File: src/design/drt_pkg.sv
// shared constants and types for the drive trip retry and start/stop control
package drt_pkg;
  localparam logic [7:0] OFS_CTRL   = 8'h00;
  localparam logic [7:0] OFS_TIME   = 8'h04;
  localparam logic [7:0] OFS_RATE   = 8'h08;
  localparam logic [7:0] OFS_FREQ   = 8'h0C;
  localparam logic [7:0] OFS_OSEL   = 8'h10;
  localparam logic [7:0] OFS_ISEL0  = 8'h14;
  localparam logic [7:0] OFS_ISEL1  = 8'h18;
  localparam logic [7:0] OFS_STATUS = 8'h1C;
  localparam logic [31:0] CTRL_RST  = 32'h0000_0200;
  localparam logic [31:0] TIME_RST  = 32'h0A05_0505;
  localparam logic [31:0] RATE_RST  = 32'h0010_0010;
  localparam logic [31:0] FREQ_RST  = 32'hFFFF_8000;
  localparam logic [7:0] SEL_RETRY  = 8'h1A;
  localparam logic [7:0] SEL_SEARCH = 8'h1A;
  localparam logic [3:0] FC_OC      = 4'h1;
  localparam logic [3:0] FC_OV      = 4'h2;
  localparam logic [3:0] FC_OH_SINK = 4'h3;
  localparam logic [3:0] FC_OH_BRK  = 4'h4;
  localparam logic [3:0] FC_OH_MOT  = 4'h5;
  localparam logic [3:0] FC_OL_MOT  = 4'h6;
  localparam logic [3:0] FC_OL_DRV  = 4'h7;
  // profile code map
  localparam logic [1:0] PROF_LIN   = 2'h0;
  localparam logic [1:0] PROF_WEAK  = 2'h1;
  localparam logic [1:0] PROF_STRG  = 2'h2;
  localparam logic [1:0] PROF_CURV  = 2'h3;
  localparam logic [1:0] SRCH_OFF   = 2'h0;
  localparam logic [1:0] SRCH_DIP   = 2'h1;
  localparam logic [1:0] SRCH_ALL   = 2'h2;
  localparam logic [2:0] DIP_SRCH_A = 3'h4;
  localparam logic [2:0] DIP_SRCH_B = 3'h5;
  localparam int CLK_MHZ        = 200;
  localparam int MS_CYCLES      = CLK_MHZ * 1000;
  localparam int TENTH_MS       = 100;
  localparam int FAN_MIN_MINUTES = 10;
  localparam logic [12:0] FAN_MIN_TICKS = 13'(FAN_MIN_MINUTES * 60 * 10);
  localparam int SEARCH_MAX_MS  = 1200;
  localparam logic [3:0] SEARCH_TICKS = 4'(SEARCH_MAX_MS / TENTH_MS);
  localparam logic [6:0] PCT_WEAK  = 7'd5;
  localparam logic [6:0] PCT_STRG  = 7'd10;
  localparam logic [6:0] PCT_FULLW = 7'd10;
  localparam logic [6:0] PCT_FULLS = 7'd20;
  typedef enum logic [2:0] {ST_IDLE, ST_DELAY, ST_SEARCH, ST_RUN, ST_DECEL, ST_TRIP, ST_ALARM} drt_state_t;
  typedef struct packed {
    logic [18:0] pad;
    logic [2:0]  power_dip_restart_mode;
    logic        stop_mode_select;
    logic [1:0]  speed_search_mode;
    logic [1:0]  ramp_profile_select;
    logic        fan_control_mode;
    logic [3:0]  retry_count_limit;
  } drt_ctrl_t;
  typedef struct packed {
    logic [7:0] allowed_power_dip_time;
    logic [7:0] speed_search_delay;
    logic [7:0] restart_delay_time;
    logic [7:0] retry_reset_interval;
  } drt_time_t;
endpackage

File: src/design/drt_top.sv
// drive trip retry, fan, ramp, auto search and stop control with apb registers
//
// Functional notes
// retryable trip clears itself, no alarm raised
// trips beyond retry limit raise alarm
// only seven fault classes may retry
// retry limit zero disables retry
// trip clear after reset interval from trip
// retry status on output with code 26
// fan off when stopped and cool
// fan runs ten minutes once started
// fan mode 0 always on, 1 controlled
// s-curve zones 5 or 10 percent
// commanded time sets linear segment only
// full s shape needs 10/20 percent change
// curvilinear slows above base frequency
// search enable input on code 26
// search at most 1.2 s, then ramp
// search mode 0/1/2 plus enable input
// run start waits search delay first
// restarts wait the restart delay
// estimate above max gives normal start
// dip modes 4/5 search after dip time; code only keeps dip restart open, search needs search mode 1/2 or input 26
// oc/ov during search restarts search
// stop mode ramp or coast
// lower reference always decelerates
// profile codes 0 lin 1 weak 2 strong 3 curv
//
// Design decisions made here: the APB register port and the address map.
`timescale 1ns/1ps
module drt_top #(
  parameter int MS_DIV = drt_pkg::MS_CYCLES
) (
  input  wire logic        CLOCK,
  input  wire logic        RESETN,
  input  wire logic        PSEL,
  input  wire logic        PENABLE,
  input  wire logic        PWRITE,
  input  wire logic [7:0]  PADDR,
  input  wire logic [31:0] PWDATA,
  output logic [31:0]      PRDATA,
  output logic             PREADY,
  output logic             PSLVERR,
  input  wire logic        RUN_CMD,
  input  wire logic        COAST_STOP,
  input  wire logic [4:0]  DIN,
  input  wire logic        FAULT_VALID,
  input  wire logic [3:0]  FAULT_CLASS,
  input  wire logic        POWER_DIP,
  input  wire logic        TEMP_LOW,
  input  wire logic        SEARCH_LOCKED,
  input  wire logic [15:0] SPEED_EST,
  input  wire logic [15:0] FREQ_REF,
  output logic             OUTPUT_EN,
  output logic             SEARCH_ACTIVE,
  output logic             ALARM_OUT,
  output logic             RETRY_CLEAR,
  output logic [2:0]       DOUT,
  output logic             FAN_ON,
  output logic [15:0]      FREQ_OUT
);
  import drt_pkg::*;

  drt_ctrl_t   ctrl;
  drt_time_t   tim;
  logic [31:0] rate;
  logic [31:0] flim;
  logic [23:0] osel;
  logic [39:0] isel;
  drt_state_t  st;
  logic [6:0]  sync1;
  logic [6:0]  sync2;
  logic [17:0] ms_cnt;
  logic [6:0]  tenth_cnt;
  logic        ms_tick;
  logic        tenth_tick;
  logic [3:0]  retry_cnt;
  logic [7:0]  tmr;
  logic [7:0]  delay_tgt;
  logic        do_search;
  logic [3:0]  srch_tmr;
  logic        try_act;
  logic        dip_pend;
  logic [7:0]  dip_tmr;
  logic        coast_hold;
  logic [12:0] fan_tmr;
  logic [15:0] ramp_from;
  logic        run_q;

  wire run   = sync2[6];
  wire coast = sync2[5];
  wire [4:0] din = sync2[4:0];

  function automatic logic retryable(input logic [3:0] c);
    return c inside {FC_OC, FC_OV, FC_OH_SINK, FC_OH_BRK, FC_OH_MOT, FC_OL_MOT, FC_OL_DRV};
  endfunction

  function automatic logic [15:0] pct(input logic [15:0] m, input logic [6:0] p);
    return 16'((32'(m) * 32'(p)) / 32'h0000_0064);
  endfunction

  function automatic logic [15:0] absd(input logic [15:0] a, input logic [15:0] b);
    return (a > b) ? a - b : b - a;
  endfunction

  function automatic logic [15:0] move(input logic [15:0] f, input logic [15:0] t, input logic [15:0] s);
    if (f < t)
      return (t - f > s) ? f + s : t;
    else
      return (f - t > s) ? f - s : t;
  endfunction

  // step size for the selected profile
  function automatic logic [15:0] ramp_step(input logic [15:0] f, input logic [15:0] from,
                                            input logic [15:0] t, input logic [15:0] s);
    logic [15:0] zone;
    logic [15:0] full;
    logic        slow;
    zone = 16'h0000;
    full = 16'h0000;
    slow = 1'b0;
    // rounded start and end zones
    if (ctrl.ramp_profile_select == PROF_WEAK || ctrl.ramp_profile_select == PROF_STRG)
    begin
      zone = pct(flim[31:16], (ctrl.ramp_profile_select == PROF_WEAK) ? PCT_WEAK : PCT_STRG);
      full = pct(flim[31:16], (ctrl.ramp_profile_select == PROF_WEAK) ? PCT_FULLW : PCT_FULLS);
      // full shape only on large change
      if (absd(t, from) >= full)
        slow = (absd(f, from) < zone) || (absd(t, f) < zone);
    end
    // halved step above base
    if (ctrl.ramp_profile_select == PROF_CURV && f > flim[15:0])
      slow = 1'b1;
    // commanded rate kept in linear part
    return slow ? ((s > 16'h0001) ? {1'b0, s[15:1]} : 16'h0001) : s;
  endfunction

  // search enable carried by selector 26
  function automatic logic search_input_on(input logic [39:0] sel, input logic [4:0] d);
    logic hit;
    hit = 1'b0;
    for (int i = 0; i < 5; i++)
      hit = hit | (d[i] && sel[8*i +: 8] == SEL_SEARCH);
    return hit;
  endfunction

  // search decision per start kind
  function automatic logic srch_ok(input logic dip);
    return search_input_on(isel, din) || ctrl.speed_search_mode == SRCH_ALL ||
           (ctrl.speed_search_mode == SRCH_DIP && dip);
  endfunction

  wire [15:0] tgt_ref  = (FREQ_REF > flim[31:16]) ? flim[31:16] : FREQ_REF;
  wire        fault_tk = FAULT_VALID && (st == ST_SEARCH || st == ST_RUN || st == ST_DECEL);
  wire        can_try  = ctrl.retry_count_limit != 4'h0 && retry_cnt < ctrl.retry_count_limit &&
                         retryable(FAULT_CLASS);
  wire        srch_rst = st == ST_SEARCH && (FAULT_CLASS == FC_OC || FAULT_CLASS == FC_OV);
  wire        clr_now  = st == ST_TRIP && tenth_tick && tmr >= tim.retry_reset_interval;
  wire        apb_wr   = PSEL && PENABLE && PREADY && PWRITE;
  wire        dip_srch = ctrl.power_dip_restart_mode == DIP_SRCH_A || ctrl.power_dip_restart_mode == DIP_SRCH_B;

  // pin synchroniser
  always_ff @(posedge CLOCK or negedge RESETN)
    if (!RESETN)
    begin
      sync1 <= 7'h00;
      sync2 <= 7'h00;
    end
    else
    begin
      sync1 <= {RUN_CMD, COAST_STOP, DIN};
      sync2 <= sync1;
    end

  // millisecond and tenth-second enables
  always_ff @(posedge CLOCK or negedge RESETN)
    if (!RESETN)
    begin
      ms_cnt     <= 18'h00000;
      tenth_cnt  <= 7'h00;
      ms_tick    <= 1'b0;
      tenth_tick <= 1'b0;
    end
    else
    begin
      ms_tick    <= ms_cnt == 18'(MS_DIV - 1);
      ms_cnt     <= (ms_cnt == 18'(MS_DIV - 1)) ? 18'h00000 : ms_cnt + 18'h00001;
      tenth_tick <= 1'b0;
      if (ms_tick)
      begin
        tenth_tick <= tenth_cnt == 7'(TENTH_MS - 1);
        tenth_cnt  <= (tenth_cnt == 7'(TENTH_MS - 1)) ? 7'h00 : tenth_cnt + 7'h01;
      end
    end

  // apb register file
  always_ff @(posedge CLOCK or negedge RESETN)
    if (!RESETN)
    begin
      ctrl <= CTRL_RST;
      tim  <= TIME_RST;
      rate <= RATE_RST;
      flim <= FREQ_RST;
      osel <= 24'h000000;
      isel <= 40'h0000000000;
    end
    else if (apb_wr)
      case (PADDR)
        OFS_CTRL:  ctrl <= {19'h00000, PWDATA[12:0]};
        OFS_TIME:  tim  <= PWDATA;
        OFS_RATE:  rate <= PWDATA;
        OFS_FREQ:  flim <= PWDATA;
        OFS_OSEL:  osel <= PWDATA[23:0];
        OFS_ISEL0: isel[31:0] <= PWDATA;
        OFS_ISEL1: isel[39:32] <= PWDATA[7:0];
        default:   ;
      endcase

  // apb answer, one access cycle
  always_ff @(posedge CLOCK or negedge RESETN)
    if (!RESETN)
    begin
      PREADY  <= 1'b0;
      PSLVERR <= 1'b0;
      PRDATA  <= 32'h00000000;
    end
    else
    begin
      PREADY  <= PSEL && !PENABLE;
      PSLVERR <= PSEL && !PENABLE && (PADDR[1:0] != 2'h0 || PADDR > OFS_STATUS);
      if (PSEL && !PENABLE && !PWRITE)
        case (PADDR)
          OFS_CTRL:   PRDATA <= ctrl;
          OFS_TIME:   PRDATA <= tim;
          OFS_RATE:   PRDATA <= rate;
          OFS_FREQ:   PRDATA <= flim;
          OFS_OSEL:   PRDATA <= {8'h00, osel};
          OFS_ISEL0:  PRDATA <= isel[31:0];
          OFS_ISEL1:  PRDATA <= {24'h000000, isel[39:32]};
          OFS_STATUS: PRDATA <= {FREQ_OUT, 5'h00, FAN_ON, try_act, ALARM_OUT, retry_cnt, 1'b0, st};
          default:    PRDATA <= 32'h00000000;
        endcase
      else if (!PSEL)
        PRDATA <= 32'h00000000;
    end

  // power dip restart window
  always_ff @(posedge CLOCK or negedge RESETN)
    if (!RESETN)
    begin
      dip_pend <= 1'b0;
      dip_tmr  <= 8'h00;
    end
    else if (POWER_DIP)
    begin
      dip_pend <= 1'b1;
      dip_tmr  <= 8'h00;
    end
    else if (st == ST_DELAY)
      dip_pend <= 1'b0;
    else if (dip_pend && tenth_tick)
    begin
      dip_tmr <= dip_tmr + 8'h01;
      // modes 4/5 keep the dip restart open
      if (dip_tmr >= tim.allowed_power_dip_time && !dip_srch)
        dip_pend <= 1'b0;
    end

  // main sequencer
  always_ff @(posedge CLOCK or negedge RESETN)
    if (!RESETN)
    begin
      st         <= ST_IDLE;
      retry_cnt  <= 4'h0;
      tmr        <= 8'h00;
      delay_tgt  <= 8'h00;
      do_search  <= 1'b0;
      srch_tmr   <= 4'h0;
      try_act    <= 1'b0;
      coast_hold <= 1'b0;
      ramp_from  <= 16'h0000;
      FREQ_OUT   <= 16'h0000;
      ALARM_OUT  <= 1'b0;
      RETRY_CLEAR <= 1'b0;
      run_q      <= 1'b0;
    end
    else
    begin
      run_q       <= run;
      RETRY_CLEAR <= 1'b0;
      if (tenth_tick)
        tmr <= (tmr == 8'hFF) ? tmr : tmr + 8'h01;
      if (coast && st != ST_TRIP && st != ST_ALARM)
      begin
        st         <= ST_IDLE;
        coast_hold <= 1'b1;
        FREQ_OUT   <= 16'h0000;
      end
      else if (fault_tk)
      begin
        tmr <= 8'h00;
        // oc/ov in search restarts it
        if (srch_rst)
        begin
          srch_tmr <= 4'h0;
        end
        // retry without alarm
        // only eligible classes
        else if (can_try)
        begin
          st        <= ST_TRIP;
          retry_cnt <= retry_cnt + 4'h1;
          try_act   <= 1'b1;
          FREQ_OUT  <= 16'h0000;
        end
        // limit exceeded latches alarm
        // zero limit latches every trip except oc/ov in search
        else
        begin
          st        <= ST_ALARM;
          ALARM_OUT <= 1'b1;
          try_act   <= 1'b0;
          FREQ_OUT  <= 16'h0000;
        end
      end
      else
        case (st)
          ST_IDLE:
          begin
            if (!run)
              retry_cnt <= 4'h0;
            if (run && (!run_q || coast_hold || dip_pend))
            begin
              st         <= ST_DELAY;
              tmr        <= 8'h00;
              do_search  <= srch_ok(dip_pend);
              // run start waits search delay
              // dip and coast restarts wait restart delay
              delay_tgt  <= (coast_hold || dip_pend) ? tim.restart_delay_time :
                            (srch_ok(1'b0) ? tim.speed_search_delay : 8'h00);
              coast_hold <= 1'b0;
            end
          end
          ST_TRIP:
          begin
            // clear only after the reset interval
            if (clr_now)
            begin
              RETRY_CLEAR <= 1'b1;
              st          <= ST_DELAY;
              tmr         <= 8'h00;
              do_search   <= srch_ok(1'b0);
              // retry restart waits restart delay
              delay_tgt   <= tim.restart_delay_time;
            end
          end
          ST_DELAY:
          begin
            if (!run)
            begin
              st      <= ST_IDLE;
              try_act <= 1'b0;
            end
            else if (tmr >= delay_tgt)
            begin
              srch_tmr  <= 4'h0;
              ramp_from <= 16'h0000;
              FREQ_OUT  <= 16'h0000;
              st        <= do_search ? ST_SEARCH : ST_RUN;
              if (!do_search)
                try_act <= 1'b0;
            end
          end
          ST_SEARCH:
          begin
            if (tenth_tick)
              srch_tmr <= srch_tmr + 4'h1;
            // bounded search then ramp
            if (SEARCH_LOCKED || (tenth_tick && srch_tmr == SEARCH_TICKS - 4'h1))
            begin
              st      <= ST_RUN;
              try_act <= 1'b0;
              // estimate over limit gives normal start
              FREQ_OUT  <= (SPEED_EST > flim[31:16]) ? 16'h0000 : SPEED_EST;
              ramp_from <= (SPEED_EST > flim[31:16]) ? 16'h0000 : SPEED_EST;
            end
          end
          ST_RUN:
          begin
            // coast or ramp on run off
            if (!run)
            begin
              st        <= ctrl.stop_mode_select ? ST_IDLE : ST_DECEL;
              ramp_from <= FREQ_OUT;
              if (ctrl.stop_mode_select)
                FREQ_OUT <= 16'h0000;
            end
            // lower reference always ramps down
            else if (ms_tick)
            begin
              if (FREQ_OUT == tgt_ref)
                ramp_from <= FREQ_OUT;
              else
                FREQ_OUT <= move(FREQ_OUT, tgt_ref,
                                 ramp_step(FREQ_OUT, ramp_from, tgt_ref,
                                           (FREQ_OUT < tgt_ref) ? rate[15:0] : rate[31:16]));
            end
          end
          ST_DECEL:
          begin
            if (run)
              st <= ST_RUN;
            else if (FREQ_OUT == 16'h0000)
              st <= ST_IDLE;
            else if (ms_tick)
              FREQ_OUT <= move(FREQ_OUT, 16'h0000, ramp_step(FREQ_OUT, ramp_from, 16'h0000, rate[31:16]));
          end
          ST_ALARM:
          begin
            if (apb_wr && PADDR == OFS_STATUS && PWDATA[0])
            begin
              st        <= ST_IDLE;
              ALARM_OUT <= 1'b0;
              retry_cnt <= 4'h0;
            end
          end
          default: st <= ST_IDLE;
        endcase
    end

  // gate, search flag and routed outputs
  always_ff @(posedge CLOCK or negedge RESETN)
    if (!RESETN)
    begin
      OUTPUT_EN     <= 1'b0;
      SEARCH_ACTIVE <= 1'b0;
      DOUT          <= 3'h0;
    end
    else
    begin
      OUTPUT_EN     <= st == ST_SEARCH || st == ST_RUN || st == ST_DECEL;
      SEARCH_ACTIVE <= st == ST_SEARCH;
      // retry status on code 26
      for (int i = 0; i < 3; i++)
        DOUT[i] <= try_act && osel[8*i +: 8] == SEL_RETRY;
    end

  // cooling fan control
  always_ff @(posedge CLOCK or negedge RESETN)
    if (!RESETN)
    begin
      FAN_ON  <= 1'b1;
      fan_tmr <= 13'h0000;
    end
    else
    begin
      if (FAN_ON && tenth_tick && fan_tmr < FAN_MIN_TICKS)
        fan_tmr <= fan_tmr + 13'h0001;
      // mode 0 keeps the fan on
      if (!ctrl.fan_control_mode)
        FAN_ON <= 1'b1;
      // stopped and cool allows off
      // minimum run before off
      else if (FAN_ON && st != ST_RUN && st != ST_DECEL && st != ST_SEARCH && TEMP_LOW &&
               fan_tmr >= FAN_MIN_TICKS)
        FAN_ON <= 1'b0;
      else if (!FAN_ON && (!TEMP_LOW || st == ST_RUN))
      begin
        FAN_ON  <= 1'b1;
        fan_tmr <= 13'h0000;
      end
    end
endmodule // drt_top

File: config.mk
export PLATFORM = sky130hd
export DESIGN_NAME = drt_top
export DESIGN_NICKNAME = d
export VERILOG_FILES = /design/src/design/drt_pkg.sv /design/src/design/drt_top.sv
export SDC_FILE = /design/constraint.sdc
export NUM_CORES = 1
export LEC_CHECK = 0
export BUFFER_PORTS_ARGS = -buffer_cell sky130_fd_sc_hd__buf_2
export CORE_MARGIN = 5
export CORE_UTILIZATION = 45
export CTS_CLUSTER_SIZE = 8
export DETAILED_ROUTE_END_ITERATION = 8
export PLACE_DENSITY = 0.61
export SLEW_MARGIN = 20
export SYNTH_ARGS = -nofsm -noshare
export SYNTH_HDL_FRONTEND = slang
export SYNTH_SLANG_ARGS = --single-unit
File: constraint.sdc
create_clock -name CLOCK -period 26.5 [get_ports CLOCK]
set_input_delay 1.325 -clock CLOCK [delete_from_list [all_inputs] [get_ports CLOCK]]
set_output_delay 1.325 -clock CLOCK [all_outputs]
set_load 0.05 [all_outputs]
# After elaboration in Yosys (flattened, before gate mapping)
# Index checks and enable logic that the tools add are counted.
# totals
ff_bits	341
input_bits	92
output_inout_bits	58
word_cells	420
# op_classes
add_sub_neg	19
mul	2
div	2
n_lt_le_gt_ge	28
eq_ne	84
mux	140
n_bitwise	6
n_reduce_logical	95
# ops
op	n
$mux 16	32
$pmux 32 s8	1
$gt 16x16->1	10
$sub 16x16->16	8
$mux 8	13
$eq 8x5->1 const B	12
$div 23x7->32 const B	2
$lt 16x16->1	4
$mux 32	2
$pmux 16 s4	1
$mux 13	4
$mux 1	49
$pmux 16 s3	1
$mux 4	11
$mux 3	13
$logic_and 1x1->1	38
$add 16x16->16	2
$ge 16x16->1	2
$gt 1x16->1 const A	2
$gt 16x1->1 const B	2
$pmux 8 s2	2
$sub 1x16->16 const A	2
$mux 15	2
$ne 4x4->1 const B	7
62 further kinds	154

# Depth between registers and ports, before layout
# Gate-level depths: netlist (run 1).
# depth
depth_word	25
mapped_depth	112
ltp_nobuf	104

# Worst setup path before layout (run 1)
# No wires, ideal clock.
# synth_timing
path_kind	register to register
from	register ctrl[6] in the netlist's numbering
to	register FREQ_OUT[14]
setup_ps	125
t_arrival_ps	19630
required_time_ps	26375
path_slack_ps	6745
path_stages_with_launch	104
n_path_buf	6
period_less_slack_ps	19755
path_cell_list	dfrtp_1 -> inv_1 -> ha_1 -> clkbuf_1 -> clkbuf_1 -> buf_1 -> nor2_1 -> ha_1 -> inv_1 -> fa_1 -> inv_1 -> ha_1 -> inv_1 -> fa_1 -> nand2b_1 -> a21boi_1 -> o21ai_0 -> a21bo_1 -> [68 not listed] -> a21o_1 -> a21oi_1 -> o21bai_1 -> a21oi_1 -> o21bai_1 -> a21oi_1 -> nor2_1 -> nor2_1 -> nor2_1 -> nor2_1 -> nor2_1 -> nor2_1 -> nor2_1 -> nor2_1 -> xnor2_1 -> a22oi_1 -> o21ai_1 -> o21ai_1
# synth_via
elab_chain_cells	25
elab_cells_between_ends	61
cone_classes	add/sub: 4; mul: 2; div: 2; order compare: 9; eq/ne: 3; mux: 37; reduce/logical: 4
# synth_rtl
item	line	rtl
start, declared	drt_top.sv:64	drt_ctrl_t ctrl;
start signal, assigned	drt_top.sv:209	OFS_CTRL: ctrl <= {19'h00000, PWDATA[12:0]};
$eq 2x1->1	drt_top.sv:123, drt_top.sv:125, drt_top.sv:126	
$mux 4	drt_top.sv:125	zone = pct(flim[31:16], (ctrl.ramp_profile_select == PROF_WEAK) ? PCT_WEAK : PCT_STRG);
$mul 16x4->20	drt_top.sv:99	return 16'((32'(m) * 32'(p)) / 32'h0000_0064);
$div 23x7->32	drt_top.sv:99	
$lt 16x16->1	drt_top.sv:129	slow = (absd(f, from) < zone) || (absd(t, f) < zone);
$logic_or 1x1->1	drt_top.sv:129	
$mux 1	drt_top.sv:128	if (absd(t, from) >= full)
$mux 1	drt_top.sv:123	if (ctrl.ramp_profile_select == PROF_WEAK || ctrl.ramp_profile_select == PROF_STRG)
[9 not listed]	--	
$mux 16 (on tied branches)	drt_top.sv:110, drt_top.sv:108	
$mux 16	drt_top.sv:107	if (f < t)
$mux 16 (on tied branches)	drt_top.sv:415, drt_top.sv:401	
$mux 16 (on tied branches)	drt_top.sv:413, drt_top.sv:399	
$mux 16 (on tied branches)	drt_top.sv:411, drt_top.sv:391	
$pmux 16 s4 *	drt_top.sv:327	case (st)
$mux 16 *	drt_top.sv:299	else if (fault_tk)
$mux 16 *	drt_top.sv:293	if (coast && st != ST_TRIP && st != ST_ALARM)
end signal, assigned	drt_top.sv:384	FREQ_OUT <= (SPEED_EST > flim[31:16]) ? 16'h0000 : SPEED_EST;
end signal, assigned	drt_top.sv:404	FREQ_OUT <= move(FREQ_OUT, tgt_ref,
end signal, assigned	drt_top.sv:416	FREQ_OUT <= move(FREQ_OUT, 16'h0000, ramp_step(FREQ_OUT, ramp_from, 16'h0000, rate[31:16]));
end, declared	drt_top.sv:60	output logic [15:0] FREQ_OUT
# Every way passes the cells marked *; elsewhere a longest branch is shown, timed or not. The select of a mux whose other input is x is not followed.
# A chain may end at the register's enable or synchronous reset.

# Worst setup path after layout (run 1)
# layout_timing
from	register ctrl[6] in the netlist's numbering
to	register FREQ_OUT[15]
# Same word-level chain as after synthesis.

==> results by group, run 1 <==
Outcome
  • Status: completed

Floorplan
  • Die H: 293 um
  • Die width: 293 um
  • IO Count: 150
  • Site row count: 104
  • Core area: 80200 um2
  • Initial core utilization: about 45%
  • Die Area: 86100 um2

Logic synthesis
  • Syn. warnings: 0
  • Avg Synthesized Cell Area: roughly 8.6 um2
  • Synth Area in Simple Gates: 16.6%
  • Synth area leader: dfrtp_1
  • Synth area leaders: dfrtp_1, ha_1, mux2_2
  • Register area share after synthesis: between 20% and 30%
  • Post-synthesis mux area share: under 10%
  • Post-synth cell types: 144
  • Largest family of logic cells by synthesized area: compound AO/OA/AOI/OAI gates
  • Yosys top cell area share: 21.6%
  • Ys async rst share: 100%
  • Post-Syn Instances: about 4.2k
  • Main synth FF type: dfrtp_1
  • Synth Area in Compound Gates: 25.6%
  • Yosys reg bits: 341
  • Adder-Cell Fraction of Synth Area: 15.4%
  • Post-Syn Area: 36200 um2
  • Synth Area in XOR/XNOR: between 5 and 6%
  • Post-synth EDFFs: 0

Clock network
  • Number of CTS-inserted buffers: 49
  • Clock insertion delay at the later pin of the skew report: 0.61 ns
  • # hold bufs at CTS: 0
  • Setup bufs post-CTS: 0
  • CTS tree: yes
  • Clock Pin Slew Worst Setup and Hold Paths: approximately 0.060 ns
  • Clock Sinks: about 340
  • # H-tree levels: 2
  • Post-CTS Resized: 0
  • CTS Buffer Depth: 3
  • Clk Tree Root Cell: clkbuf_16

Final layout
  • Area growth from synthesis to final layout: 9.43%
  • Reg area: 8570 um2
  • Fillers: around 8k
  • Multi-input gate area: 25900 um2
  • Nets: 4804
  • Share of layout cells above drive strength 1: 14.2%

STA
  • F_max: 44.5 MHz
  • Max_slew headroom: 18.5%
  • Slew Limit Fails: 0
  • Final setup violation count: 0
  • Clock Skew: 0.0366 ns
  • Post-route setup TNS: 0 ns
  • RSZ-0062 raised after global routing: no
  • Crit share post-route: 84.7%
  • Final hold vios: 0
  • Post-layout minimum cycle time: 22.45 ns
  • Worst slew pin tran: 1.22 ns

Detailed routing
  • Post-DR wirelength/cell: 23.9 um
  • Post-Route WL: 129000 um
  • Starting DRT DRC Count: between 3k and 4k
  • Total number of vias: 34.0k
  • DRT Pass-1 Iters: 6
  • DR vias/cell: between 6 and 7
  • DRC Markers: 0
  • Post-route ant nets: 0

Job
  • Max-Cap Viols: 0

Place
  • Detailed placement HPWL: 101000 um
  • IO Port Bufs: 149
  • GP Congestion: slightly below 1

Setup path
  • Nature of the critical path endpoint: flip-flop
  • Critical Path AT: between 20 and 25 ns
  • CP startpoint kind: flip-flop
  • Setup Crit Path Kind: reg2reg
  • Cell mode on critical path: a21oi_1
  • Req. time, crit path: 27.00 ns
  • Crit path largest cell delay: 0.76 ns
  • Slowest cell on crit path: a211oi_1
  • Worst-path maximum fanout: 43

GRT
  • Vias in the first global route: between 30k and 40k
  • First-pass GRT wire length: ~190000 um
  • Pin count of the biggest net entering global routing: 147
  • Initial antenna violation count: 27
  • Remaining Overflow, GRT: 0
  • Gr usage total: 28.6%

Hold path
  • Worst hold path type: reg2reg
-- metrics by stage --
| step | cell area [um2] | hold slack, ns | instances | setup slack, ns | utilization (%) |
|---|---|---|---|---|---|
| final | 39600 | 0.344 | 5416 | 4.05 | 49.4 |
| after global routing | 39500 | 0.355 | 5403 | 1.63 | 49.3 |
| after CTS | 39500 | 0.347 | 5401 | 4.25 | 49.3 |
| after detailed placement | 38100 | 0.336 | 5309 | 4.35 | 47.5 |
| after global placement | 38100 | 0.332 | 5309 | 4.58 | 47.5 |
| after floorplan | 36200 | 0.331 | 4210 | 6.74 | - |
-- layout by cell type, fill, tap and decap left out, drive strengths merged, types with 47 or more instances in the layout --
cell type,count
a211oi,62
a21o,154
a21oi,280
a22oi,107
a31oi,50
buf,218
clkbuf,87
dfrtp,312
ha,372
inv,258
mux2,180
mux2i,106
nand2,295
nand2b,49
nand3,114
nand4,74
nor2,299
nor2b,64
nor3,85
o211ai,47
o21ai,247
xnor2,116
xor2,90
-- cells in the mapped netlist, types with 44 or more instances --
master and count:
ha_1 372, dfrtp_1 312, nand2_1 295, nor2_1 294
a21oi_1 275, inv_1 257, o21ai_0 214, mux2_2 177
a21o_1 152, xnor2_1 116, clkbuf_1 113, nand3_1 113
a22oi_1 105, mux2i_1 103, xor2_1 89, nor3_1 77
nand4_1 74, nor2b_1 64, a211oi_1 52, nand2b_1 49
a31oi_1 46, nor4_1 44, o211ai_1 44
-- cells by family (layout without fill, tap and decap cells) --
| family | count (synthesis) | in the layout |
|---|---|---|
| AO/OA/AOI/OAI | 1314 | 1314 |
| AND/OR/NAND/NOR | 1198 | 1198 |
| buffers and inverters | 436 | 567 |
| adder cells (fa/ha/maj) | 423 | 423 |
| flip-flops | 341 | 341 |
| multiplexers | 288 | 288 |
| XOR/XNOR | 206 | 206 |
| other | 2 | 19 |
-- flip-flops by register name (all words and copies together), names as in the netlist, 16 cells and up --
signal     count
FREQ_OUT      16
rate          32
PRDATA        32
ms_cnt        18
ramp_from     16
tim           32
isel          40
flim          32
osel          24
-- final timing paths --
path / from / end / slack [ns] / cells after the start
worst max-delay path: ctrl[6]$_DFFE_PN0P_ / FREQ_OUT[15]$_DFFE_PN0P_ / 4.05 / 105
worst min-delay path: sync1[4]$_DFF_PN0_ / sync2[4]$_DFF_PN0_ / 0.34 / 0
worst max register to register: ctrl[6]$_DFFE_PN0P_ / FREQ_OUT[15]$_DFFE_PN0P_ / 4.05 / 105
worst min register to register: sync1[4]$_DFF_PN0_ / sync2[4]$_DFF_PN0_ / 0.34 / 0
max in group asynchronous: RESETN / tmr[1]$_DFF_PN0_ / 23.51 / 3
min in group asynchronous: RESETN / fan_tmr[7]$_DFF_PN0_ / 0.84 / 1
-- worst max-delay path, delay by kind of cell, from the launching register on --
kind | cells | cell delay (ns)
xor+xnor | 4 | 0.89
fa+ha+maj | 8 | 2.89
compound gates | 51 | 11.75
mux | 3 | 1.00
buf+inv | 8 | 1.04
flops | 1 | 0.41
simple gates | 31 | 4.24
-- layer usage --
layer | part of all wire (%) | GRT usage (%) | vias up
met5 | 0.040 | 0 | -
met4 | 4.0 | 9.67 | 8
met3 | 8.0 | 4.88 | 287
met2 | 44 | 44.6 | 1450
met1 | 44 | 40.4 | 16406
li1 | - | - | 15878
-- cell type report --
type,count,area share [%]
timing repair buffer,218,3.25
clock buffer,87,3.46
multi-input combinational,3433,65.5
antenna,15,0.0948
inverter,257,2.44
clock inverter,5,0.209
tap,1060,3.35
sequential,341,21.7
Power of run 1 is left out: the tool's default activity adds up to more than one toggle a clock period on the data nets, which glitch-free logic cannot reach.
==> inputs of run 2 (changes only) <==
Settings changed: ABC_AREA set to 1.
Clock period 26.5 ns to 22.8 ns, I/O delays scaled along.
==> run 2 against run 1 <==
Net effect: critical path depth grew 32; clock skew grew 0.033 ns; hold slack gained 0.010 ns; wire length shrank 4.3%; setup slack gained 0.21 ns; maximum frequency grew 21%; synthesized cell count grew 19%.
==> results by group, run 2 <==
Pwr
  • Pwr Density: around 130 nW/um2
  • Clk network pwr share: approximately 14%
  • Power Total: ~5000 uW
  • Pleak: slightly below 0.02 uW
  • Maximum vdd drop: 0.000195 V
  • Sw Share: 54.1%
  • Combinational share of power: 72.9%
  • Reg power frac: 13.5%
  • Switching Power: 2710 uW
  • Internal Pwr Total: 2310 uW

Detailed routing
  • Post-Route WL: 124000 um (-4.3%)
  • DRC Markers: 0 (unchanged)
  • Total number of vias: 34.2k (+0.58%)
  • Post-route ant nets: 0 (unchanged)
  • DR vias/cell: 5.52 (-12%)
  • DRT Pass-1 Iters: 8 (+2)
  • Starting DRT DRC Count: 3369 (-3.2%)
  • Post-DR wirelength/cell: 19.9 um (-16%)

Floorplan
  • Die Area: 83800 um2 (-2.8%)
  • Initial core utilization: 45.4% (+0.23 points)
  • Core area: 77500 um2 (-3.4%)
  • Die width: 289 um (-1.4%)
  • Die H: 289 um (-1.4%)
  • Site row count: 102 (-1.9%)
  • IO Count: 150 (unchanged)

Setup path
  • Cell mode on critical path: nand2_1
  • Crit path largest cell delay: 0.64 ns (-0.12 ns)
  • Req. time, crit path: 23.34 ns (-3.66 ns)
  • Slowest cell on crit path: o31ai_1
  • Worst-path maximum fanout: 44 (+2.3%)
  • Setup Crit Path Kind: reg2reg
  • CP startpoint kind: flip-flop
  • Critical Path AT: 19.08 ns (-3.87 ns)
  • Nature of the critical path endpoint: flip-flop

Clock network
  • Post-CTS Resized: 0 (unchanged)
  • Clock Pin Slew Worst Setup and Hold Paths: 0.05 ns (about the same)
  • Clock insertion delay at the later pin of the skew report: 0.61 ns (about the same)
  • Clk Tree Root Cell: clkbuf_16
  • Clock Sinks: 341 (unchanged)
  • CTS tree: yes
  • # hold bufs at CTS: 0 (unchanged)
  • # H-tree levels: 2 (unchanged)
  • Number of CTS-inserted buffers: 48 (-2.0%)
  • CTS Buffer Depth: 3 (unchanged)
  • Setup bufs post-CTS: 0 (unchanged)

GRT
  • Initial antenna violation count: 6 (-78%)
  • Gr usage total: 28.8% (+0.21 points)
  • Vias in the first global route: 32.1k (+0.22%)
  • Remaining Overflow, GRT: 0 (unchanged)
  • First-pass GRT wire length: 188000 um (-3.3%)
  • Pin count of the biggest net entering global routing: 161 (+9.5%)

STA
  • Post-layout minimum cycle time: 18.54 ns (-3.91 ns)
  • Crit share post-route: 81.3% (-3.4 points)
  • Clock Skew: 0.0694 ns (+0.0328 ns)
  • Slew Limit Fails: 0 (unchanged)
  • Post-route setup TNS: 0 ns (unchanged)
  • F_max: 53.9 MHz (+21%)
  • Final hold vios: 0 (unchanged)
  • Final setup violation count: 0 (unchanged)
  • Max_slew headroom: 21.0% (+2.4 points)
  • Worst slew pin tran: 1.18 ns (-0.0317 ns)
  • RSZ-0062 raised after global routing: no

Logic synthesis
  • Avg Synthesized Cell Area: 7.03 um2 (-18%)
  • Top-count cell post-synth: nand2_1
  • Yosys top cell area share: 22.2% (+0.63 points)
  • Register area share after synthesis: 24.4% (+0.70 points)
  • Post-Syn Instances: 4998 (+19%)
  • Syn. warnings: 0 (unchanged)
  • Synth area leader: dfrtp_1
  • Post-synth cell types: 82 (-43%)
  • Ys async rst share: 100% (unchanged)
  • Synth area leaders: dfrtp_1, ha_1, nand2_1
  • Yosys reg bits: 341 (unchanged)
  • Main synth FF type: dfrtp_1
  • Post-Syn Area: 35100 um2 (-2.9%)
  • Commonest cells post-synth: nand2_1, inv_1, o21ai_0
  • Post-synth EDFFs: 0 (unchanged)

Final layout
  • Most frequent cells in the layout: nand2_1, inv_1, o21ai_0
  • Area growth from synthesis to final layout: 9.28%
  • Fin area: 38400 um2 (-3.0%)
  • Reg area: 8570 um2 (unchanged)
  • Share of layout cells above drive strength 1: 12.4% (-1.9 points)
  • Leading cell type in the layout, fill and taps excluded: nand2_1
  • Nets: 5625 (+17%)
  • Largest register by flop count: isel
  • Fillers: 7957 (+1.6%)
  • Multi-input gate area: 22900 um2 (-12%)
  • Max reg flops: 40 (unchanged)

Hold path
  • Worst hold path type: reg2reg

Job
  • Max-Cap Viols: 0 (unchanged)

Place
  • Detailed placement HPWL: 99600 um (-1.0%)
  • GP Congestion: 0.999 (+1.3%)
  • DP Area: 37000 um2 (-2.9%)
  • IO Port Bufs: 149 (unchanged)

Outcome
  • Status: completed
==> run 2: changes by cell type after synthesis, moves of 49 or more <==
| cell | delta |
|---|---|
| nor2b_1 | -64 |
| o21ai_0 | +287 |
| a21o_1 | -138 |
| nand3_1 | +205 |
| nand2_1 | +773 |
| inv_1 | +511 |
| mux2i_1 | -96 |
| a22oi_1 | -105 |
| nand2_2 | +141 |
| mux2_2 | -177 |
| xnor2_1 | -86 |
| nand2_4 | +57 |
| nand2b_1 | -49 |
==> run 2: worst paths after layout <==
kind / start / to / slack (ns) / depth (start not counted)
worst max-delay path: ctrl[6]$_DFFE_PN0P_ / FREQ_OUT[14]$_DFFE_PN0P_ / 4.26 / 137
worst max register to register: ctrl[6]$_DFFE_PN0P_ / FREQ_OUT[14]$_DFFE_PN0P_ / 4.26 / 137
min in group asynchronous: RESETN / OUTPUT_EN$_DFF_PN0_ / 0.56 / 1
worst min register to register: sync1[5]$_DFF_PN0_ / sync2[5]$_DFF_PN0_ / 0.35 / 0
max in group asynchronous: RESETN / isel[26]$_DFFE_PN0P_ / 20.61 / 2
worst min-delay path: sync1[5]$_DFF_PN0_ / sync2[5]$_DFF_PN0_ / 0.35 / 0
==> run 2: through the flow <==
stage          utilization [%]  hold WS (ns)  std cells  setup WS (ns)
2_1_floorplan                -         0.331       5000           7.35
3_3_place_gp              47.7         0.332       6111           4.90
3_5_place_dp              47.7         0.340       6111           4.46
4_1_cts                   49.5         0.352       6201           4.40
5_1_grt                   49.6         0.362       6201           2.14
6_report                  49.6         0.354       6203           4.26
==> run 2: worst max-delay path, delay by kind of cell (launching register included) <==
family,cells,cell delay (ns)
compound gates,31,4.97
xor+xnor,4,0.65
fa+ha+maj,8,2.60
buf+inv,13,1.55
flops,1,0.40
simple gates,81,8.24
==> run 2: cell families after synthesis <==
logic type                 share of synthesized area, %
AOI/OAI and AO/OA                                  17.0
xor gates and xnor gates                           3.37
adders and majority gates                          15.5
buffers and inverters                              10.4
DFF                                                24.4
muxes                                             0.199
other                                            0.0214
and+or+nand+nor                                    29.1
==> run 2: layout make-up <==
class / count / share of cell area, %
Timing Repair Buffer: 196 / 2.92
Sequential cell: 341 / 22.3
Clock inverter: 3 / 0.183
Multi-Input combinational cell: 3731 / 59.8
Antenna cell: 2 / 0.0130
Inverter: 803 / 7.90
Clock buffer: 87 / 3.51
Tap cell: 1040 / 3.39
==> run 2: power groups by stage <==
stage	logic [uW]	clock network, uW	registers (uW)
CTS	3640	693	675
global route	4140	720	678
detailed placement	3620	0	685
floorplan	2850	0	683
global placement	3590	0	685
finish	3660	684	676
==> run 2: metal layers <==
layer	vias to the layer above	routed length, um	track usage [%]
met3	256	10300	5.11
met4	8	5520	10.9
met2	1331	54600	46.1
met1	15855	53300	39.1
li1	16778	-	-
met5	-	47	0
No activity file was read; power rests on OpenSTA's default activity.
